## config.mk

```make
export PLATFORM = sky130hd
export DESIGN_NAME = acf_flags
export DESIGN_NICKNAME = d
export VERILOG_FILES = /design/src/design/acf_pkg.sv /design/src/design/acf_flags.sv /design/src/design/acf_alu.sv
export VERILOG_INCLUDE_DIRS = /design/src /design/src/design
export SDC_FILE = /design/constraint.sdc
export NUM_CORES = 1
export LEC_CHECK = 0
export ABC_AREA = 1
export BUFFER_PORTS_ARGS = -buffer_cell sky130_fd_sc_hd__buf_4
export CORE_MARGIN = 8
export CORE_UTILIZATION = 47
export CTS_BUF_LIST = sky130_fd_sc_hd__clkbuf_4
export DETAILED_ROUTE_END_ITERATION = 6
export PLACE_DENSITY_LB_ADDON = 0.08
export SLEW_MARGIN = 20
export SYNTH_ARGS = -nofsm -noshare
export SYNTH_HDL_FRONTEND = slang
export SYNTH_SLANG_ARGS = --single-unit
```

## constraint.sdc

```tcl
create_clock -name clk -period 2.2 [get_ports clk]
set_clock_uncertainty 0.15 [all_clocks]
set_input_delay 0.11 -clock clk [delete_from_list [all_inputs] [get_ports clk]]
set_output_delay 0.11 -clock clk [all_outputs]
set_load 0.005 [all_outputs]
```

## src/design/acf_params.svh

```systemverilog
// Constants for the ALU condition-flag block: offsets, field positions, reset values.
`ifndef ACF_PARAMS_SVH
`define ACF_PARAMS_SVH

// ==========================================================================
// Register map
`define ACF_OFF_FLAGS 12'h000
`define ACF_OFF_CTRL 12'h004
`define ACF_OFF_LAST 12'h008

// ==========================================================================
// Flag field positions
`define ACF_BIT_C 0
`define ACF_BIT_NC 1
`define ACF_BIT_Z 2
`define ACF_BIT_OV 3
`define ACF_BIT_N 4
`define ACF_FLAG_MASK 8'h1F

// ==========================================================================
// Reset values
`define ACF_FLAGS_RST 5'h00
`define ACF_CTRL_RST 1'b0

`endif

```

## src/design/acf_pkg.sv

```systemverilog
// Types shared by the ALU condition-flag block.
package acf_pkg;
    // Operation codes presented by the execution core.
    typedef enum logic [3:0] {
        ACF_OP_NONE = 4'h0,
        ACF_OP_ADD = 4'h1,
        ACF_OP_SUB = 4'h2,
        ACF_OP_RRC = 4'h3,
        ACF_OP_RLC = 4'h4,
        ACF_OP_LOGIC = 4'h5,
        ACF_OP_CLEAR = 4'h6,
        ACF_OP_NOFLAG = 4'h7
    } acf_op_e;

    // Addressing modes the operand path may use.
    typedef enum logic [2:0] {
        ACF_AM_INHERENT = 3'h0,
        ACF_AM_LITERAL = 3'h1,
        ACF_AM_DIRECT = 3'h2,
        ACF_AM_INDIRECT = 3'h3,
        ACF_AM_INDEXED = 3'h4
    } acf_am_e;

    // Writeback pipeline state.
    typedef enum logic [1:0] {
        ACF_ST_IDLE = 2'b00,
        ACF_ST_WB = 2'b01
    } acf_state_e;
endpackage : acf_pkg

```

## src/design/acf_flags.sv

```systemverilog
// ALU condition-flag register with core writeback port and APB register access.
//
// Function
// [RQ1] Flag-altering op to flag register updates flags only
// [RQ2] Clearing flag register sets zero, keeps others
// [RQ3] Upper three flag register bits read zero
// [RQ4] Negative flag follows result sign bit
// [RQ5] Signed wrap flag on sign position overflow
// [RQ6] Zero flag set exactly when result zero
// [RQ7] Nibble carry from bit 3 on add/sub
// [RQ8] Carry from top bit on add/sub
// [RQ9] Subtract adds two's complement; inverted borrows
// [RQ10] Rotates load nibble carry from bit 4/3
// [RQ11] Rotates load carry with shifted-out bit
// [RQ12] Bit/swap/move ops leave flags untouched
// [RQ13] Flag register usable as any operand
// [RQ14] Program memory only via program counter
// [RQ15] Indexed literal offset only with extended enable
// [RQ16] Flags commit with result in one writeback
//
// Chosen here: the register offsets and the APB slave port.
`timescale 1ns/1ps
`include "acf_params.svh"
module acf_flags #(
    parameter int WIDTH = 8
) (
    // Clock and reset
    input wire logic clk,
    input wire logic reset,
    // APB slave
    input wire logic psel,
    input wire logic penable,
    input wire logic pwrite,
    input wire logic [11:0] paddr,
    input wire logic [31:0] pwdata,
    input wire logic [3:0] pstrb,
    output logic [31:0] prdata,
    output logic pready,
    output logic pslverr,
    // Execution core request
    input wire logic exec_valid,
    input wire acf_pkg::acf_op_e exec_op,
    input wire logic [WIDTH-1:0] exec_opa,
    input wire logic [WIDTH-1:0] exec_opb,
    input wire logic exec_dest_flags,
    input wire acf_pkg::acf_am_e exec_amode,
    input wire logic exec_prog_access,
    input wire logic exec_prog_via_pc,
    // Writeback to the core
    output logic wb_valid,
    output logic [WIDTH-1:0] wb_data,
    output logic wb_write,
    output logic exec_reject,
    // Flag view for the core and operand reads
    output logic [WIDTH-1:0] flags_operand,
    output logic extended_set_enable
);
    // The flag byte layout assumes an 8-bit datapath; other widths are refused when the design is built.
    if (WIDTH != 8) begin : g_width_check
        $error("acf_flags supports only an 8-bit datapath");
    end

    // ==========================================================================
    // State
    logic [4:0] flags_q;
    logic [4:0] flags_d;
    logic ext_q;
    logic [WIDTH-1:0] wb_data_q;
    logic wb_write_q;
    logic reject_q;
    logic [31:0] prdata_q;
    logic ready_q;
    logic err_q;
    acf_pkg::acf_state_e state_q;

    // Zero-extend the five flags into the byte view; upper bits are not built.
    function automatic logic [7:0] flag_byte(input logic [4:0] f);
        flag_byte = {3'b000, f}; // RQ3
    endfunction : flag_byte

    // The flag register as an operand, like any other file register.
    assign flags_operand = flag_byte(flags_q); // RQ13
    assign extended_set_enable = ext_q;

    // ==========================================================================
    // ALU
    logic [WIDTH-1:0] alu_result;
    logic [4:0] alu_flags;
    logic [4:0] alu_touch;

    acf_alu #(.WIDTH(WIDTH)) u_alu (
        .op(exec_op),
        .opa(exec_opa),
        .opb(exec_opb),
        .carry_in(flags_q[`ACF_BIT_C]),
        .result(alu_result),
        .flags_new(alu_flags),
        .flags_touch(alu_touch)
    );

    // ==========================================================================
    // Request legality: program fetch only by the counter, indexed mode only when enabled.
    wire bad_prog = exec_prog_access && !exec_prog_via_pc; // RQ14
    wire bad_mode = (exec_amode == acf_pkg::ACF_AM_INDEXED) && !ext_q; // RQ15
    wire mode_known = (exec_amode <= acf_pkg::ACF_AM_INDEXED);
    wire exec_ok = exec_valid && !bad_prog && !bad_mode && mode_known;
    wire exec_bad = exec_valid && !exec_ok;

    // A flag-altering op aimed at the flag register drops its result and keeps only the flags.
    wire alters_flags = (alu_touch != 5'h00);
    wire suppress_wb = exec_dest_flags && alters_flags; // RQ1
    // A no-flag op writing the flag register stores its result into the flags.
    wire direct_wr = exec_ok && exec_dest_flags && !alters_flags; // RQ12

    // ==========================================================================
    // APB decode
    wire apb_access = psel && penable;
    // A write lands only at the edge that completes the transfer, never in the wait state.
    wire apb_wr = apb_access && pwrite && ready_q;
    wire hit_flags = (paddr == `ACF_OFF_FLAGS);
    wire hit_ctrl = (paddr == `ACF_OFF_CTRL);
    wire hit_last = (paddr == `ACF_OFF_LAST);
    wire hit_any = hit_flags || hit_ctrl || hit_last;
    wire sw_flag_wr = apb_wr && hit_flags && pstrb[0];
    wire sw_ctrl_wr = apb_wr && hit_ctrl && pstrb[0];

    // Core writes take priority over a same-cycle software write to the flags.
    always_comb begin
        flags_d = flags_q;
        if (sw_flag_wr) begin
            flags_d = pwdata[4:0];
        end
        if (direct_wr) begin
            flags_d = alu_result[4:0];
        end else if (exec_ok) begin
            // CLEAR yields a zero result so Z sets and the untouched flags stay. RQ2
            flags_d = (flags_q & ~alu_touch) | (alu_flags & alu_touch); // RQ16
        end
    end

    // Flag register and writeback stage commit together.
    always_ff @(posedge clk or posedge reset) begin
        if (reset) begin
            flags_q <= `ACF_FLAGS_RST;
            ext_q <= `ACF_CTRL_RST;
        end else begin
            flags_q <= flags_d; // RQ16
            if (sw_ctrl_wr) begin
                ext_q <= pwdata[0];
            end
        end
    end

    // Writeback stage, one cycle after the request.
    always_ff @(posedge clk or posedge reset) begin
        if (reset) begin
            wb_data_q <= '0;
            wb_write_q <= 1'b0;
            reject_q <= 1'b0;
            state_q <= acf_pkg::ACF_ST_IDLE;
        end else begin
            wb_write_q <= exec_ok && !suppress_wb && !exec_dest_flags; // RQ1
            reject_q <= exec_bad;
            state_q <= exec_ok ? acf_pkg::ACF_ST_WB : acf_pkg::ACF_ST_IDLE;
            if (exec_ok) begin
                wb_data_q <= alu_result;
            end
        end
    end

    // The writeback state itself is the valid pulse, so no second flop can drift from it.
    assign wb_valid = (state_q == acf_pkg::ACF_ST_WB); // RQ16
    assign wb_data = wb_data_q;
    assign wb_write = wb_write_q;
    assign exec_reject = reject_q;

    // ==========================================================================
    // APB read data and answer; one wait state, so pready rises in the second access cycle.
    wire [31:0] rd_mux = hit_flags ? {24'h000000, flag_byte(flags_q)} : // RQ3
                         hit_ctrl ? {31'h00000000, ext_q} :
                         hit_last ? {22'h000000, reject_q, wb_write_q, wb_data_q} : 32'h00000000;

    always_ff @(posedge clk or posedge reset) begin
        if (reset) begin
            ready_q <= 1'b0;
            prdata_q <= 32'h00000000;
            err_q <= 1'b0;
        end else begin
            ready_q <= apb_access && !ready_q;
            err_q <= apb_access && !ready_q && !hit_any;
            if (apb_access && !ready_q && !pwrite) begin
                prdata_q <= rd_mux;
            end
        end
    end

    assign pready = ready_q;
    assign pslverr = err_q;
    assign prdata = prdata_q;

    // ==========================================================================
    // Assertions
    wire [4:0] exp_untouched = flags_q & ~alu_touch;

    result_drop_a: assert property (@(posedge clk) disable iff (reset) // RQ1
        (exec_ok && exec_dest_flags && alters_flags) |=> (wb_valid && !wb_write))
        else $error("result written although flag register was destination");
    clear_zero_a: assert property (@(posedge clk) disable iff (reset) // RQ2
        (exec_ok && !sw_flag_wr && exec_op == acf_pkg::ACF_OP_CLEAR)
        |=> (flags_q[`ACF_BIT_Z] && flags_q[4:3] == $past(flags_q[4:3]) && flags_q[1:0] == $past(flags_q[1:0])))
        else $error("clear did not set zero alone");
    upper_zero_a: assert property (@(posedge clk) disable iff (reset) // RQ3
        (ready_q && hit_flags && !pwrite) |-> (prdata[31:5] == 27'h0000000))
        else $error("unimplemented flag bits read nonzero");
    neg_flag_a: assert property (@(posedge clk) disable iff (reset) // RQ4
        (exec_ok && !direct_wr && !sw_flag_wr && exec_op == acf_pkg::ACF_OP_ADD)
        |=> (flags_q[`ACF_BIT_N] == wb_data[7]))
        else $error("negative flag does not match result sign");
    zero_flag_a: assert property (@(posedge clk) disable iff (reset) // RQ6
        (exec_ok && alters_flags && !sw_flag_wr) |=> (flags_q[`ACF_BIT_Z] == (wb_data == 8'h00)))
        else $error("zero flag does not match result");
    sub_carry_a: assert property (@(posedge clk) disable iff (reset) // RQ9
        (exec_ok && !direct_wr && !sw_flag_wr && exec_op == acf_pkg::ACF_OP_SUB)
        |=> (flags_q[`ACF_BIT_C] == ($past(exec_opa) >= $past(exec_opb))))
        else $error("subtract carry is not inverted borrow");
    keep_flags_a: assert property (@(posedge clk) disable iff (reset) // RQ12
        (exec_ok && exec_op == acf_pkg::ACF_OP_NOFLAG && !exec_dest_flags && !sw_flag_wr)
        |=> $stable(flags_q))
        else $error("no-flag op changed flags");
    idx_mode_a: assert property (@(posedge clk) disable iff (reset) // RQ15
        (exec_valid && exec_amode == acf_pkg::ACF_AM_INDEXED && !ext_q) |=> (exec_reject && !wb_valid))
        else $error("indexed mode accepted while disabled");
    commit_a: assert property (@(posedge clk) disable iff (reset) // RQ16
        (exec_ok && !direct_wr && !sw_flag_wr)
        |=> (flags_q == ($past(exp_untouched) | ($past(alu_flags) & $past(alu_touch)))))
        else $error("flags not committed with the result");

    add_cov_c: cover property (@(posedge clk) disable iff (reset) exec_ok && exec_op == acf_pkg::ACF_OP_ADD);
    dest_cov_c: cover property (@(posedge clk) disable iff (reset) exec_ok && suppress_wb);
    apb_cov_c: cover property (@(posedge clk) disable iff (reset) ready_q && hit_flags);
endmodule : acf_flags

```

## src/design/acf_alu.sv

```systemverilog
// Combinational ALU producing a result and the five condition flags.
`timescale 1ns/1ps
module acf_alu #(
    parameter int WIDTH = 8
) (
    // Operation
    input wire acf_pkg::acf_op_e op,
    input wire logic [WIDTH-1:0] opa,
    input wire logic [WIDTH-1:0] opb,
    input wire logic carry_in,
    // Results
    output logic [WIDTH-1:0] result,
    output logic [4:0] flags_new,
    output logic [4:0] flags_touch
);
    // The flag taps are fixed bit positions, so any other width is refused when the design is built.
    if (WIDTH != 8) begin : g_width_check
        $error("acf_alu supports only an 8-bit datapath");
    end

    // Subtraction adds the two's complement of the second operand, so carries read as inverted borrows.
    wire [WIDTH-1:0] addend = (op == acf_pkg::ACF_OP_SUB) ? ~opb : opb; // RQ9
    wire add_cin = (op == acf_pkg::ACF_OP_SUB);
    wire [WIDTH:0] sum = {1'b0, opa} + {1'b0, addend} + {{WIDTH{1'b0}}, add_cin};
    wire [4:0] low_sum = {1'b0, opa[3:0]} + {1'b0, addend[3:0]} + {4'h0, add_cin};
    wire is_arith = (op == acf_pkg::ACF_OP_ADD) || (op == acf_pkg::ACF_OP_SUB);
    wire is_rot = (op == acf_pkg::ACF_OP_RRC) || (op == acf_pkg::ACF_OP_RLC);

    // Result selection; the logic op passes operand A as the computed result.
    always_comb begin
        case (op)
            acf_pkg::ACF_OP_ADD, acf_pkg::ACF_OP_SUB: result = sum[WIDTH-1:0];
            acf_pkg::ACF_OP_RRC: result = {carry_in, opa[WIDTH-1:1]};
            acf_pkg::ACF_OP_RLC: result = {opa[WIDTH-2:0], carry_in};
            acf_pkg::ACF_OP_CLEAR: result = '0;
            default: result = opa;
        endcase
    end

    // Flag values; signed wrap when both addends share a sign the sum lacks.
    wire n_f = result[WIDTH-1]; // RQ4
    wire ov_f = (opa[WIDTH-1] == addend[WIDTH-1]) && (sum[WIDTH-1] != opa[WIDTH-1]); // RQ5
    wire z_f = (result == '0); // RQ6
    wire nc_f = is_rot ? ((op == acf_pkg::ACF_OP_RRC) ? opa[4] : opa[3]) : low_sum[4]; // RQ7 RQ10
    wire c_f = is_rot ? ((op == acf_pkg::ACF_OP_RRC) ? opa[0] : opa[WIDTH-1]) : sum[WIDTH]; // RQ8 RQ11
    assign flags_new = {n_f, ov_f, z_f, nc_f, c_f};

    // Which flags each operation alters; the no-flag class touches none.
    always_comb begin
        if (is_arith) begin
            flags_touch = 5'h1F;
        end else if (is_rot) begin
            flags_touch = 5'h17;
        end else if (op == acf_pkg::ACF_OP_LOGIC) begin
            flags_touch = 5'h14;
        end else if (op == acf_pkg::ACF_OP_CLEAR) begin
            // Clearing sets zero only; the negative flag must keep its value.
            flags_touch = 5'h04; // RQ2
        end else begin
            flags_touch = 5'h00; // RQ12
        end
    end
endmodule : acf_alu

```

# Word level (Yosys, flattened, before mapping)
# Cells that the tools add are included.
# Widths: inputs -> output; s select.
dict set report classes {
  n_mux 17
  addsub 4
  magnitude_cmp 1
  n_reduce_logical 42
  n_eq_ne 12
  n_bitwise 5
}
# operator n
set op_table {}
lappend op_table {{$pmux 8 s4} 1}
lappend op_table {{$mux 10} 3}
lappend op_table {{$mux 5} 6}
lappend op_table {{$logic_and 1x1->1} 22}
lappend op_table {{$eq 12x3->1 const B} 1}
lappend op_table {{$eq 12x4->1 const B} 1}
lappend op_table {{$eq 4x3->1 const B} 3}
lappend op_table {{$logic_not 12->1} 1}
lappend op_table {{$logic_not 1->1} 11}
lappend op_table {{$and 5x5->5} 2}
lappend op_table {{$add 8x8->9} 1}
lappend op_table {{$add 9x1->9} 1}
lappend op_table {{$eq 4x2->1 const B} 2}
lappend op_table {{$logic_not 8->1} 1}
lappend op_table {{$mux 8} 1}
lappend op_table {{$not 8->8} 1}
lappend op_table {{$add 4x4->5} 1}
lappend op_table {{$add 5x1->5} 1}
lappend op_table {{$mux 1} 5}
lappend op_table {{$not 5->5} 1}
lappend op_table {{$or 5x5->5} 1}
lappend op_table {{$reduce_bool 5->1} 1}
lappend op_table {{$eq 4x1->1 const B} 1}
lappend op_table {{$logic_or 1x1->1} 4}
lappend op_table {{other kinds (8)} 8}
dict set report totals {
  ff_bits 51
  output_inout_bits 54
  wordCells 90
  inputBits 80
}

# Longest topological paths before layout
dict set report depth {
  depth_word 10
  ltp_mapped 17
  depth_no_buf 17
}

# By module
# From an unflattened synthesis, not the netlist that was laid out.
dict set report hier_totals {
  hier_cells 402
  area_unflattened_um2 2665.1
}
# mod seq_area_each_um2 area_each_um2 n_inst cells_per_inst
set modules_own_cells {}
lappend modules_own_cells {acf_flags 725.7 1749.2 1 242}
lappend modules_own_cells {acf_alu 0.0 915.9 1 160}

# Worst setup path before layout
# No wires, ideal clock.
dict set report synth_path {
  kind {input-to-reg}
  startpoint {input exec_op[3]}
  endpoint {register with a tool-made name}
  path_stages 13
  required_ps 1977
  n_path_buf 0
  setup_ps 73
  arrival_ps 1896
  setup_slack_ps 81
  path_cell_list {nor2_4 nand2_4 xnor2_1 ha_1 a21oi_1 nor2_1 a211oi_1 nand2_1 nand2_1 nand3_1 nand2_1 nand3_1 a21oi_2}
}
# element line
set synth_lines {}
lappend synth_lines {{start: declaration} acf_flags.sv:42} ;# input wire acf_pkg::acf_op_e exec_op,

# Final worst setup path
dict set report layout_path {
  startpoint {input penable}
  endpoint {register prdata_q[3] (netlist: prdata[3])}
}
dict set report layout_via {
  elab_chain_len 3
}
# element line
set layout_lines {}
lappend layout_lines {{start: declaration} acf_flags.sv:32} ;# input wire logic penable,
lappend layout_lines {{$logic_and 1x1->1} acf_flags.sv:117} ;# wire apb_access = psel && penable;
lappend layout_lines {{$logic_and 1x1->1 (2 in a row)} acf_flags.sv:191} ;# if (apb_access && !ready_q && !pwrite) begin
lappend layout_lines {{end signal: assignment} acf_flags.sv:192} ;# prdata_q <= rd_mux;
lappend layout_lines {{end: declaration} acf_flags.sv:71} ;# logic [31:0] prdata_q;
# No other way between the ends.
# A chain may end at the register's enable or synchronous reset.

==> metrics.csv <==
metric,value,unit
IO Count,134,
Post-synth EDFFs,0,
CTS root buf,clkbuf_4,
worst skew pair latency,330,ps
Clock Sinks,29,
Worst IR Drop VDD,417,uV
status,"complete, no violations",
Fin. Hold Viols,0,
H-tree depth,2,
DIE HEIGHT,89.2,um
core area,0.00514,mm^2
post-synthesis register bit count,29,
first-pass detailed-route iteration total,4,
vias,2562,
Initial Util,49.0,%
hold path startpoint,exec_prog_access,
total negative setup slack,0,ps
Mapped Area,0.00252,mm^2
CP startpoint kind,input port,
R2R cell count,11,
Most used DFF post-synth,dfrtp_1,
Detail Route Antenna Nets,0,
crit-path max FO,5,
die area,0.00796,mm^2
die width,89.2,um
"Avg Cell Area, Syn",7.04,um^2
Arrival @ worst endpoint,2110,ps
Port Buffers,78,
R2R Path Start,extended_set_enable,
Total Wirelength,6.88,mm
Placed Instances,526,
Fin Hold WS,13.7,ps
filler instances,494,
fin cells,545,
Worst EP required,2280,ps
initial antenna violation count,0,
all-layer global routing usage,17.6,%
Final setup violation count,0,
fmax,492,MHz
fin crit share,92.4,%
Synthesis Warnings,0,
ANT cells,0,
DR WL/cell,12.6,um
cell area power density,489,mW/mm^2
DRC violations left,0,
sequential area share after synthesis,28.8,%
CTS Buf Count,5,
drt first-iter violations,116,
CTS tree,done,
worst min-delay path class,input port to flip-flop,
FP Rows,26,
WS Path Type,input port to flip-flop,
Unique masters post-synth,43,
first-pass GRT wire length,11.1,mm
hold depth,4,
number of global-route vias before repair,2535,
clock slew at reported path FFs,90,ps
clock buffer depth,2,
max cap viols,0,
area grow syn2layout,37.8,%
fin nets,563,
Post-synth ARST share,100,%
fraction of final layout cells sized beyond drive strength 1,33.1,%
RSZ-0062 raised after global routing,no,
LEAKAGE,1.86,nW
Slew Limit Fails,0,
Final Wtd Congestion,0.817,
crit path from,penable,
FF-to-FF setup slack,510,ps
Syn Inst Count,358,
final worst path period need,2030,ps
post-DP HPWL,5.73,mm
pin count of the biggest net entering global routing,30,
hold endpoint,state_q[0],
detailed-route vias per instance,4.70,
Crit. End Element,flip-flop,
Overflow after GRT,0,
[Yosys cell counts (all sizes together), types with 2 or more instances]
| library cell | number | area [um^2] |
|---|---|---|
| a31oi | 4 | 25.0 |
| nor2 | 46 | 214 |
| nand3b | 2 | 27.5 |
| xnor2 | 7 | 61.3 |
| nand2 | 98 | 413 |
| a21oi | 13 | 68.8 |
| a221oi | 2 | 17.5 |
| or2 | 3 | 18.8 |
| o31ai | 2 | 15.0 |
| buf | 26 | 195 |
| nand4 | 5 | 31.3 |
| a22oi | 3 | 22.5 |
| nor3 | 4 | 31.3 |
| o21ai | 21 | 131 |
| inv | 42 | 160 |
| a211oi | 2 | 15.0 |
| nand3 | 29 | 160 |
| dfrtp | 29 | 726 |
| clkbuf | 3 | 11.3 |
| clkinv | 2 | 8.75 |
| ha | 8 | 100 |
[critical path, stage by stage]
cell	delay [ps]
dlygate4sd3_1	530
buf_4	100
nand2_1	60
dlygate4sd3_1	580
nor2_2	130
inv_1	70
nor2_2	150
buf_4	160
o21ai_0	70
a21oi_1	110
nor2_1	50
[placed cells by master (no fill, tap or decap), types with 5 or more instances in the layout]
cell           count
nor2_2             6
xnor2_1            7
nand2_2            6
dlygate4sd3_1     11
conb_1            25
nand3_1           26
inv_2              9
buf_4            103
o21ai_0           11
o21ai_1            5
nand2_1           88
clkbuf_4           6
dfrtp_1           29
nor2_1            37
nand4_1            5
inv_1             32
ha_1               8
a21oi_1           11
[metrics by stage]
| stage | total power, mW | setup WS, ps | instance area, um^2 | util (%) |
|---|---|---|---|---|
| finish | 1.70 | 167 | 3470 | 67.5 |
| global route | 1.82 | 4.93 | 3470 | 67.5 |
| CTS | 1.70 | 56.6 | 3450 | 67.2 |
| detailed placement | 1.26 | -236 | 3260 | 63.5 |
| global placement | 1.25 | -164 | 3260 | 63.5 |
| floorplan | 0.988 | 80.9 | 2610 | - |
[per-layer routing]
metal / routed length (um) / vias up / track usage (%)
met5: 0 / - / 0
li1: - / 1334 / -
met4: 80 / 0 / 5.89
met1: 2740 / 1161 / 18.7
met2: 3690 / 62 / 33.9
met3: 366 / 5 / 3.13
[where the power goes]
part	internal [mW]	switching, mW	leakage (nW)
clock network	0.249	0.178	0.0433
registers	0.596	0.0545	0.366
logic	0.311	0.309	1.45
total	1.16	0.541	1.86
[cell families after synthesis]
logic type	after synthesis	synth area share, %
compound gates	49	12.4
xor+xnor	8	2.78
fa+ha+maj	9	4.77
buf+inv	73	14.9
flops	29	28.8
mux	1	0.397
other cells	1	0.149
simple gates	188	35.8
[what timing repair did]
| item | in CTS | in global routing |
|---|---|---|
| endpoints found under the hold margin | 40 | 0 |
| resized for setup | 0 | 8 |
| setup endpoints to repair | 0 | 13 |
| hold buffers | 11 | 0 |
| setup buffers | 0 | 0 |
[worst max-delay path by stage]
stage	end	slack (ps)	cells past startpoint
floorplan	flip-flop	80	13
global placement	flip-flop	-160	17
detailed placement	flip-flop	-240	17
CTS	prdata[6]	60	9
global route	flip-flop	5	16
finish	prdata[3]	170	11
[cell type report]
cell class / instances / area, um^2 / share of cell area [%]
Multi-Input combinational cell: 280 / 1530 / 44.0
Timing Repair Buffer: 114 / 883 / 25.5
Sequential cell: 29 / 726 / 20.9
Inverter: 44 / 169 / 4.87
Tap cell: 70 / 87.6 / 2.52
Clock buffer: 6 / 45.0 / 1.30
Clock inverter: 2 / 33.8 / 0.973
Power figures use the tool's default switching activity.
